`src/edge_event_defs.svh`:
```
// Register offsets, field layout, reset values and constants of the controller
`ifndef EDGE_EVENT_DEFS_SVH
`define EDGE_EVENT_DEFS_SVH
`define LINE_COUNT 18
`define LINE_MSB 17
`define OFF_INT_MASK 5'h00
`define OFF_EVT_MASK 5'h04
`define OFF_RISE_SEL 5'h08
`define OFF_FALL_SEL 5'h0C
`define OFF_SW_TRIG 5'h10
`define OFF_PENDING 5'h14
`define OFF_IRQ_STATUS 5'h18
`define OFF_IRQ_MASK 5'h1C
`define RST_LINES 18'h00000
`define RST_STATUS 2'h0
`define STAT_PEND_BIT 0
`define STAT_EDGE_BIT 1
`define UNMAPPED_DATA 32'h00000000
`endif

```
`src/edge_event_pkg.sv`:
```
// Types shared by the edge and event line controller files
package edge_event_pkg;
  typedef logic [17:0] lines_t;
  typedef struct packed {
    logic [4:0] address;
    logic read;
    logic write;
    logic [31:0] writedata;
    logic [3:0] byteenable;
  } bus_req_s;
  typedef struct packed {
    logic [31:0] readdata;
    logic waitrequest;
    logic readdatavalid;
  } bus_rsp_s;
  typedef enum logic [1:0] {ST_IDLE, ST_DONE} bus_state_e;
endpackage : edge_event_pkg

```
`src/line_sampler.sv`:
```
// Input line synchroniser with rising and falling edge detection
`timescale 1ns/1ps
module line_sampler (
  input wire logic clk,
  input wire logic rst,
  input wire edge_event_pkg::lines_t lines_in,
  output edge_event_pkg::lines_t rise_out,
  output edge_event_pkg::lines_t fall_out
);
  edge_event_pkg::lines_t meta_ff;
  edge_event_pkg::lines_t sync_ff;
  edge_event_pkg::lines_t prev_ff;

  // First stage feeds only the second stage
  always_ff @(posedge clk or posedge rst) begin
    if (rst) begin
      meta_ff <= '0;
      sync_ff <= '0;
      prev_ff <= '0;
    end else begin
      meta_ff <= lines_in;
      sync_ff <= meta_ff;
      prev_ff <= sync_ff;
    end
  end

  assign rise_out = sync_ff & ~prev_ff;
  assign fall_out = ~sync_ff & prev_ff;
endmodule : line_sampler

```
`src/avalon_slave_port.sv`:
```
// Avalon-MM slave handshake with one wait state per access
`timescale 1ns/1ps
module avalon_slave_port (
  input wire logic clk,
  input wire logic rst,
  input wire logic read,
  input wire logic write,
  output logic waitrequest,
  output logic access_pulse
);
  edge_event_pkg::bus_state_e state_ff;
  edge_event_pkg::bus_state_e nxt_state;

  always_comb begin
    nxt_state = state_ff;
    case (state_ff)
      edge_event_pkg::ST_IDLE: begin
        if (read || write) begin
          nxt_state = edge_event_pkg::ST_DONE;
        end
      end
      edge_event_pkg::ST_DONE: nxt_state = edge_event_pkg::ST_IDLE;
      default: nxt_state = edge_event_pkg::ST_IDLE;
    endcase
  end

  always_ff @(posedge clk or posedge rst) begin
    if (rst) begin
      state_ff <= edge_event_pkg::ST_IDLE;
    end else begin
      state_ff <= nxt_state;
    end
  end

  // Request completes in the cycle after it is first seen
  assign access_pulse = (state_ff == edge_event_pkg::ST_DONE) &&
                        (read || write);
  assign waitrequest = (read || write) && !access_pulse;
endmodule : avalon_slave_port

```
`src/edge_event_line_controller.sv`:
```
// Eighteen-line edge triggered interrupt and event controller
//
// Contract
// - Writing one to clear trigger bit sets pending
// - Software pending interrupts only when both masks allow; irq via the status pending bit needs only the interrupt mask
// - Clearing pending also clears the trigger bit
// - Selected edge sets pending; otherwise reads zero
// - Write one or edge config change clears pending
// - Bits above seventeen read zero
// - Pending register at 0x14, bits 17 to 0
// - Eight registers 0x00 to 0x1C; all eight reset zero
// - Interrupt mask zero blocks the line request
// - Event mask zero blocks the line event
// - Edge select bits arm rising or falling edges
// - Both selects set: either edge triggers
//
// Register access over Avalon-MM was chosen for this implementation.
`timescale 1ns/1ps
`include "edge_event_defs.svh"
module edge_event_line_controller (
  input wire logic clk,
  input wire logic rst,
  input wire logic [4:0] address,
  input wire logic read,
  input wire logic write,
  input wire logic [31:0] writedata,
  input wire logic [3:0] byteenable,
  output logic [31:0] readdata,
  output logic waitrequest,
  input wire edge_event_pkg::lines_t line_in,
  output edge_event_pkg::lines_t line_irq,
  output edge_event_pkg::lines_t event_pulse,
  output logic irq
);
  edge_event_pkg::bus_req_s req;
  edge_event_pkg::lines_t int_mask_ff;
  edge_event_pkg::lines_t evt_mask_ff;
  edge_event_pkg::lines_t rise_sel_ff;
  edge_event_pkg::lines_t fall_sel_ff;
  edge_event_pkg::lines_t sw_trig_ff;
  edge_event_pkg::lines_t pending_ff;
  edge_event_pkg::lines_t event_ff;
  edge_event_pkg::lines_t line_irq_ff;
  edge_event_pkg::lines_t rise_det;
  edge_event_pkg::lines_t fall_det;
  edge_event_pkg::lines_t hw_trig;
  edge_event_pkg::lines_t sw_set;
  edge_event_pkg::lines_t pend_clr;
  edge_event_pkg::lines_t sens_chg;
  edge_event_pkg::lines_t nxt_pending;
  edge_event_pkg::lines_t nxt_rise;
  edge_event_pkg::lines_t nxt_fall;
  logic [1:0] stat_ff;
  logic [1:0] stat_mask_ff;
  logic [31:0] readdata_ff;
  logic access_pulse;
  logic wr_hit;
  logic rd_hit;

  // Byte lanes merge into an eighteen bit line field
  function automatic edge_event_pkg::lines_t merge_lanes(
    input edge_event_pkg::lines_t old_val,
    input logic [31:0] data,
    input logic [3:0] be
  );
    edge_event_pkg::lines_t res;
    res = old_val;
    if (be[0]) begin
      res[7:0] = data[7:0];
    end
    if (be[1]) begin
      res[15:8] = data[15:8];
    end
    if (be[2]) begin
      res[17:16] = data[17:16];
    end
    return res;
  endfunction : merge_lanes

  function automatic logic wr_to(input logic [4:0] off);
    return wr_hit && (req.address == off);
  endfunction : wr_to

  assign req = '{address: address, read: read, write: write,
                 writedata: writedata, byteenable: byteenable};

  avalon_slave_port u_port (
    .clk(clk),
    .rst(rst),
    .read(read),
    .write(write),
    .waitrequest(waitrequest),
    .access_pulse(access_pulse)
  );

  line_sampler u_sampler (
    .clk(clk),
    .rst(rst),
    .lines_in(line_in),
    .rise_out(rise_det),
    .fall_out(fall_det)
  );

  assign wr_hit = access_pulse && req.write;
  assign rd_hit = access_pulse && req.read;

  assign nxt_rise = merge_lanes(rise_sel_ff, req.writedata, req.byteenable);
  assign nxt_fall = merge_lanes(fall_sel_ff, req.writedata, req.byteenable);

  // Lines whose edge sensitivity is being changed in this cycle
  always_comb begin
    sens_chg = '0;
    if (wr_to(`OFF_RISE_SEL)) begin
      sens_chg = nxt_rise ^ rise_sel_ff;
    end
    if (wr_to(`OFF_FALL_SEL)) begin
      sens_chg = nxt_fall ^ fall_sel_ff;
    end
  end

  // Either selected direction arms a trigger
  assign hw_trig = (rise_det & rise_sel_ff) |
                   (fall_det & fall_sel_ff);

  // Software trigger only fires on a zero to one write
  always_comb begin
    sw_set = '0;
    if (wr_to(`OFF_SW_TRIG)) begin
      sw_set = merge_lanes(sw_trig_ff, req.writedata, req.byteenable) &
               ~sw_trig_ff;
    end
  end

  always_comb begin
    pend_clr = sens_chg;
    if (wr_to(`OFF_PENDING)) begin
      pend_clr = sens_chg | merge_lanes('0, req.writedata,
                                        req.byteenable);
    end
  end

  // An edge on a line being reconfigured is dropped; new triggers win
  // over a write-one clear otherwise
  assign nxt_pending = ((pending_ff & ~pend_clr) | sw_set |
                        (hw_trig & ~sens_chg));

  always_ff @(posedge clk or posedge rst) begin
    if (rst) begin
      pending_ff <= `RST_LINES;
    end else begin
      pending_ff <= nxt_pending;
    end
  end

  // Configuration registers
  always_ff @(posedge clk or posedge rst) begin
    if (rst) begin
      int_mask_ff <= `RST_LINES;
      evt_mask_ff <= `RST_LINES;
      rise_sel_ff <= `RST_LINES;
      fall_sel_ff <= `RST_LINES;
    end else begin
      if (wr_to(`OFF_INT_MASK)) begin
        int_mask_ff <= merge_lanes(int_mask_ff, req.writedata,
                                   req.byteenable);
      end
      if (wr_to(`OFF_EVT_MASK)) begin
        evt_mask_ff <= merge_lanes(evt_mask_ff, req.writedata,
                                   req.byteenable);
      end
      if (wr_to(`OFF_RISE_SEL)) begin
        rise_sel_ff <= nxt_rise;
      end
      if (wr_to(`OFF_FALL_SEL)) begin
        fall_sel_ff <= nxt_fall;
      end
    end
  end

  // Software trigger bits follow pending clears
  always_ff @(posedge clk or posedge rst) begin
    if (rst) begin
      sw_trig_ff <= `RST_LINES;
    end else begin
      sw_trig_ff <= (sw_trig_ff | sw_set) & ~(pend_clr & ~sw_set);
    end
  end

  // Per-line request outputs
  always_ff @(posedge clk or posedge rst) begin
    if (rst) begin
      line_irq_ff <= `RST_LINES;
      event_ff <= `RST_LINES;
    end else begin
      // Software pending requires both masks
      line_irq_ff <= pending_ff & int_mask_ff &
                     (~sw_trig_ff | evt_mask_ff);
      event_ff <= (hw_trig | sw_set) & evt_mask_ff;
    end
  end

  assign line_irq = line_irq_ff;
  assign event_pulse = event_ff;

  // Summary status: sticky, write one to clear, set wins
  always_ff @(posedge clk or posedge rst) begin
    if (rst) begin
      stat_ff <= `RST_STATUS;
      stat_mask_ff <= `RST_STATUS;
    end else begin
      if (wr_to(`OFF_IRQ_MASK) && req.byteenable[0]) begin
        stat_mask_ff <= req.writedata[1:0];
      end
      stat_ff[`STAT_PEND_BIT] <= |(nxt_pending & ~pending_ff & int_mask_ff) |
        (stat_ff[`STAT_PEND_BIT] & ~(wr_to(`OFF_IRQ_STATUS) &&
        req.byteenable[0] && req.writedata[`STAT_PEND_BIT]));
      stat_ff[`STAT_EDGE_BIT] <= |(rise_det | fall_det) |
        (stat_ff[`STAT_EDGE_BIT] & ~(wr_to(`OFF_IRQ_STATUS) &&
        req.byteenable[0] && req.writedata[`STAT_EDGE_BIT]));
    end
  end

  assign irq = |(stat_ff & stat_mask_ff);

  // Read mux; reserved bits and unmapped words read zero
  always_ff @(posedge clk or posedge rst) begin
    if (rst) begin
      readdata_ff <= `UNMAPPED_DATA;
    end else if (read && !access_pulse) begin
      case (req.address)
        `OFF_INT_MASK: readdata_ff <= {14'h0000, int_mask_ff};
        `OFF_EVT_MASK: readdata_ff <= {14'h0000, evt_mask_ff};
        `OFF_RISE_SEL: readdata_ff <= {14'h0000, rise_sel_ff};
        `OFF_FALL_SEL: readdata_ff <= {14'h0000, fall_sel_ff};
        `OFF_SW_TRIG: readdata_ff <= {14'h0000, sw_trig_ff};
        `OFF_PENDING: readdata_ff <= {14'h0000, pending_ff};
        `OFF_IRQ_STATUS: readdata_ff <= {30'h00000000, stat_ff};
        `OFF_IRQ_MASK: readdata_ff <= {30'h00000000, stat_mask_ff};
        default: readdata_ff <= `UNMAPPED_DATA;
      endcase
    end
  end

  assign readdata = readdata_ff;
  logic unused_rd;
  assign unused_rd = rd_hit;
endmodule : edge_event_line_controller

```
`config.mk`:
```
export PLATFORM = sky130hd
export DESIGN_NAME = edge_event_line_controller
export DESIGN_NICKNAME = d
export VERILOG_FILES = /design/src/edge_event_pkg.sv /design/src/line_sampler.sv /design/src/avalon_slave_port.sv /design/src/edge_event_line_controller.sv
export VERILOG_INCLUDE_DIRS = /design/src /design/src/src
export SDC_FILE = /design/constraint.sdc
export NUM_CORES = 1
export LEC_CHECK = 0
export ABC_AREA = 1
export BUFFER_PORTS_ARGS = -buffer_cell sky130_fd_sc_hd__buf_4
export CAP_MARGIN = 40
export CORE_MARGIN = 3
export CORE_UTILIZATION = 53
export CTS_CLUSTER_DIAMETER = 200
export DETAILED_ROUTE_END_ITERATION = 8
export GPL_TIMING_DRIVEN = 0
export PLACE_DENSITY = 0.89
export SLEW_MARGIN = 10
export SYNTH_ARGS = -nofsm -noshare
export SYNTH_HDL_FRONTEND = slang
export SYNTH_HIERARCHICAL = 1
export SYNTH_SLANG_ARGS = --single-unit
```
`constraint.sdc`:
```
create_clock -name clk -period 4.75 [get_ports clk]
set_clock_uncertainty 0.2 [all_clocks]
set_input_delay 0.475 -clock clk [delete_from_list [all_inputs] [get_ports clk]]
set_output_delay 0.475 -clock clk [all_outputs]
set_load 0.05 [all_outputs]
```
==> metrics.md <==
| Metric | Value |
|---|---|
| Status | `complete, no violations` |
| Fmax | `381 MHz` |
| CTS root buf | `clkbuf_16` |
| Xor/xnor cell area share of the yosys netlist | `0.0839%` |
| Post-synthesis compound-gate area fraction | `16.6%` |
| Grt total ovfl | `0` |
| Buffers on Ports | `103` |
| Vias in the first global route | `9376` |
| Main combinational cell family by area after synthesis | `simple AND/OR/NAND/NOR gates` |
| Arr. time, crit path | `2.83 ns` |
| Simple-gate share of the synthesized area | `19.4%` |
| Final Cycle Share | `55.3%` |
| Clock latency on the worst-skew pair | `0.51 ns` |
| Placed Area | `11700 um^2` |
| Worst Setup SP | `u_port/state_ff[0]$_DFFE_PP0P_` |
| Crit Path Max Fanout | `10` |
| Worst-Margin Slew | `0.867 ns` |
| CTS tree | `built` |
| Diodes inserted | `0` |
| Clk buf depth | `3` |
| Tot GR Track Use | `28.5%` |
| Number of buffers inserted by hold repair at cts | `19` |
| Crit path kind | `flip-flop to flip-flop` |
| Vias | `9659` |
| Wire per inst | `18.2 um` |
| Fin. max-slew vios | `0` |
| Initial antenna violation count | `0` |
| Final Hold Slack | `0.0153 ns` |
| WL final | `31100 um` |
| Critical Path Start Type | `flip-flop` |
| Dpl hpwl | `21600 um` |
| DR iter-0 viols | `1135` |
| Tmin final | `2.63 ns` |
| Syn Area/Cell | `8.19 um^2` |
| Die Height | `146 um` |
| Synth cell types | `38` |
| Final WS setup | `2.12 ns` |
| Site Rows | `50` |
| Finished Layout Cells | `1713` |
| Final-report hold violation count | `0` |
| Crit end category | `flip-flop` |
| Tot Pwr | `4.70 mW` |
| H-tree depth | `1` |
| RePlAce Congestion | `0.980` |
| Syn-to-layout area delta | `20.6%` |
| Num Clock Sinks | `221` |
| Pwr dens | `373 nW/um^2` |
| Die X | `146 um` |
| Floorplan Core Area | `19000 um^2` |
| Leak | `6.48 nW` |
| Reg-to-Reg Start | `u_port/state_ff[0]$_DFFE_PP0P_` |
| Initial Utilization | `54.9%` |
| Nets | `1503` |
| # DRC | `0` |
| RSZ-0062 raised after global routing | `no` |
| Final setup viols | `0` |
| WP data required | `4.95 ns` |
| Clk pin slew, worst setup/hold paths | `0.06 ns` |
| Post-synthesis sequential area ratio | `52.9%` |
| Syn. warnings | `6` |
| Worst slack, placed | `1.95 ns` |
| Share of cells above drive strength 1 | `13.7%` |
| Fin area | `12600 um^2` |
| IO Count | `133` |
| Vias per cell | `5.64` |
| Post-synthesis mux area share | `0%` |
| Hold Path Origin | `read` |
| Num CTS Buffers | `23` |
| Number of gates resized after CTS | `0` |
| Worst vdd ir | `0.256 mV` |
| Global-route wire length before repair | `48700 um` |
| Largest net degree at the start of global routing | `41` |
| Max cap viols | `0` |
| Worst hold path class | `input pin to flip-flop` |
| Rel. slew slack | `42.0%` |
| Fraction of the mapped netlist area in adder cells | `0%` |
| Fin Setup TNS | `0 ns` |
| Synthesized area | `10400 um^2` |
| Syn Inst Count | `1275` |
| Synthesis-stage register bit count | `221` |
| Die area | `21400 um^2` |
| Post-CTS Setup Repair Bufs | `0` |
| Final ANT Viol Nets | `0` |
| Pre-antenna DRT Iters | `6` |
| Post-Place Cells | `1656` |
| Final Core Density | `66.2%` |
-- worst max-delay path, stage by stage, from the launching register on --
cell and delay [ns]:
dfrtp_1 0.37, inv_1 0.05, nor2_1 0.15, nand2_2 0.27, nor2_4 0.33, buf_6 0.23
nand2_1 0.07, nand2_1 0.10, inv_2 0.04, nand3_1 0.21, nand2_1 0.08, nor2_1 0.17
nand2_1 0.07, nor2_1 0.09, nand2_1 0.07
-- where the power goes --
group          switching [mW]  internal [mW]
sequential             0.0976           2.05
clock                   0.729           1.00
combinational           0.574          0.252
total                    1.40           3.30
-- cells in the final DEF (no fill, tap or decap), drive strengths merged --
master,instances
a211oi,12
a21o,6
a21oi,42
a22o,9
a31oi,4
and2,9
buf,141
bufinv,1
clkbuf,42
clkinv,7
clkinvlp,2
conb,14
dfrtp,221
dlygate4sd3,19
inv,231
nand2,277
nand3,42
nand3b,8
nand4,14
nor2,121
nor3,4
nor4,3
o2111ai,3
o211ai,5
o21a,9
o21ai,136
o21bai,1
o221ai,12
o22ai,51
o31ai,6
xor2,1
-- synthesized netlist by cell type (all sizes together) --
cell	n	area share [%]
nand4	14	0.84
nand2	277	10
and2	9	0.56
o22ai	51	3.1
a211oi	12	0.86
clkbuf	11	0.40
a22o	9	0.75
nor2	121	4.8
dfrtp	221	53
o221ai	12	1.0
buf	33	2.1
xor2	1	0.084
nand3	42	2.3
o21bai	1	0.072
a21oi	42	2.0
o2111ai	3	0.25
clkinv	2	0.072
nor4	3	0.18
nor3	4	0.19
o211ai	5	0.36
a31oi	4	0.24
o31ai	6	0.43
o21a	9	0.65
nand3b	8	0.58
o21ai	136	6.5
conb	1	0.036
inv	232	8.3
a21o	6	0.43
-- layer usage --
metal / share of wire, % / vias up / track usage (%)
li1: - / 4426 / -
met1: 38 / 4486 / 37.7
met2: 46 / 620 / 45.8
met3: 11 / 127 / 5.28
met4: 4.4 / 0 / 13.3
met5: 0 / - / 0
-- flip-flops by register name (all words and copies together), names as in the netlist --
name,cells
event_pulse,18
evt_mask_ff,18
fall_sel_ff,18
int_mask_ff,18
line_irq,18
pending_ff,18
readdata,18
rise_sel_ff,18
sw_trig_ff,18
u_sampler/meta_ff,18
u_sampler/prev_ff,18
u_sampler/sync_ff,18
stat_ff,2
stat_mask_ff,2
u_port/state_ff,1
-- cell type report --
type,count,area (um^2)
buffer,44,256
timing repair buffer,127,1060
clock buffer,31,646
clock inverter,7,66.3
tap,260,325
fill,1544,6420
sequential,221,5530
multi-input combinational,789,3830
inverter,234,882
-- final timing paths --
kind / cells past startpoint / slack (ns) / endpoint
setup / recovery: 14 / 2.12 / stat_ff[0]$_DFF_PP0_
hold / removal: 3 / 0.02 / u_port/state_ff[0]$_DFFE_PP0P_
setup reg to reg: 14 / 2.12 / stat_ff[0]$_DFF_PP0_
hold reg to reg: 0 / 0.14 / u_sampler/sync_ff[15]$_DFF_PP0_
max in group asynchronous: 5 / 2.98 / readdata[7]$_DFFE_PP0P_
min in group asynchronous: 3 / 0.21 / u_port/state_ff[0]$_DFFE_PP0P_
-- cells by family (layout without fill, tap and decap cells) --
logic type / after synthesis / in the layout
other cells: 1 / 14
simple gates: 478 / 478
xor+xnor: 1 / 1
buf+inv: 278 / 443
compound gates: 296 / 296
flops: 221 / 221
No activity file was read; power rests on OpenSTA's default activity.
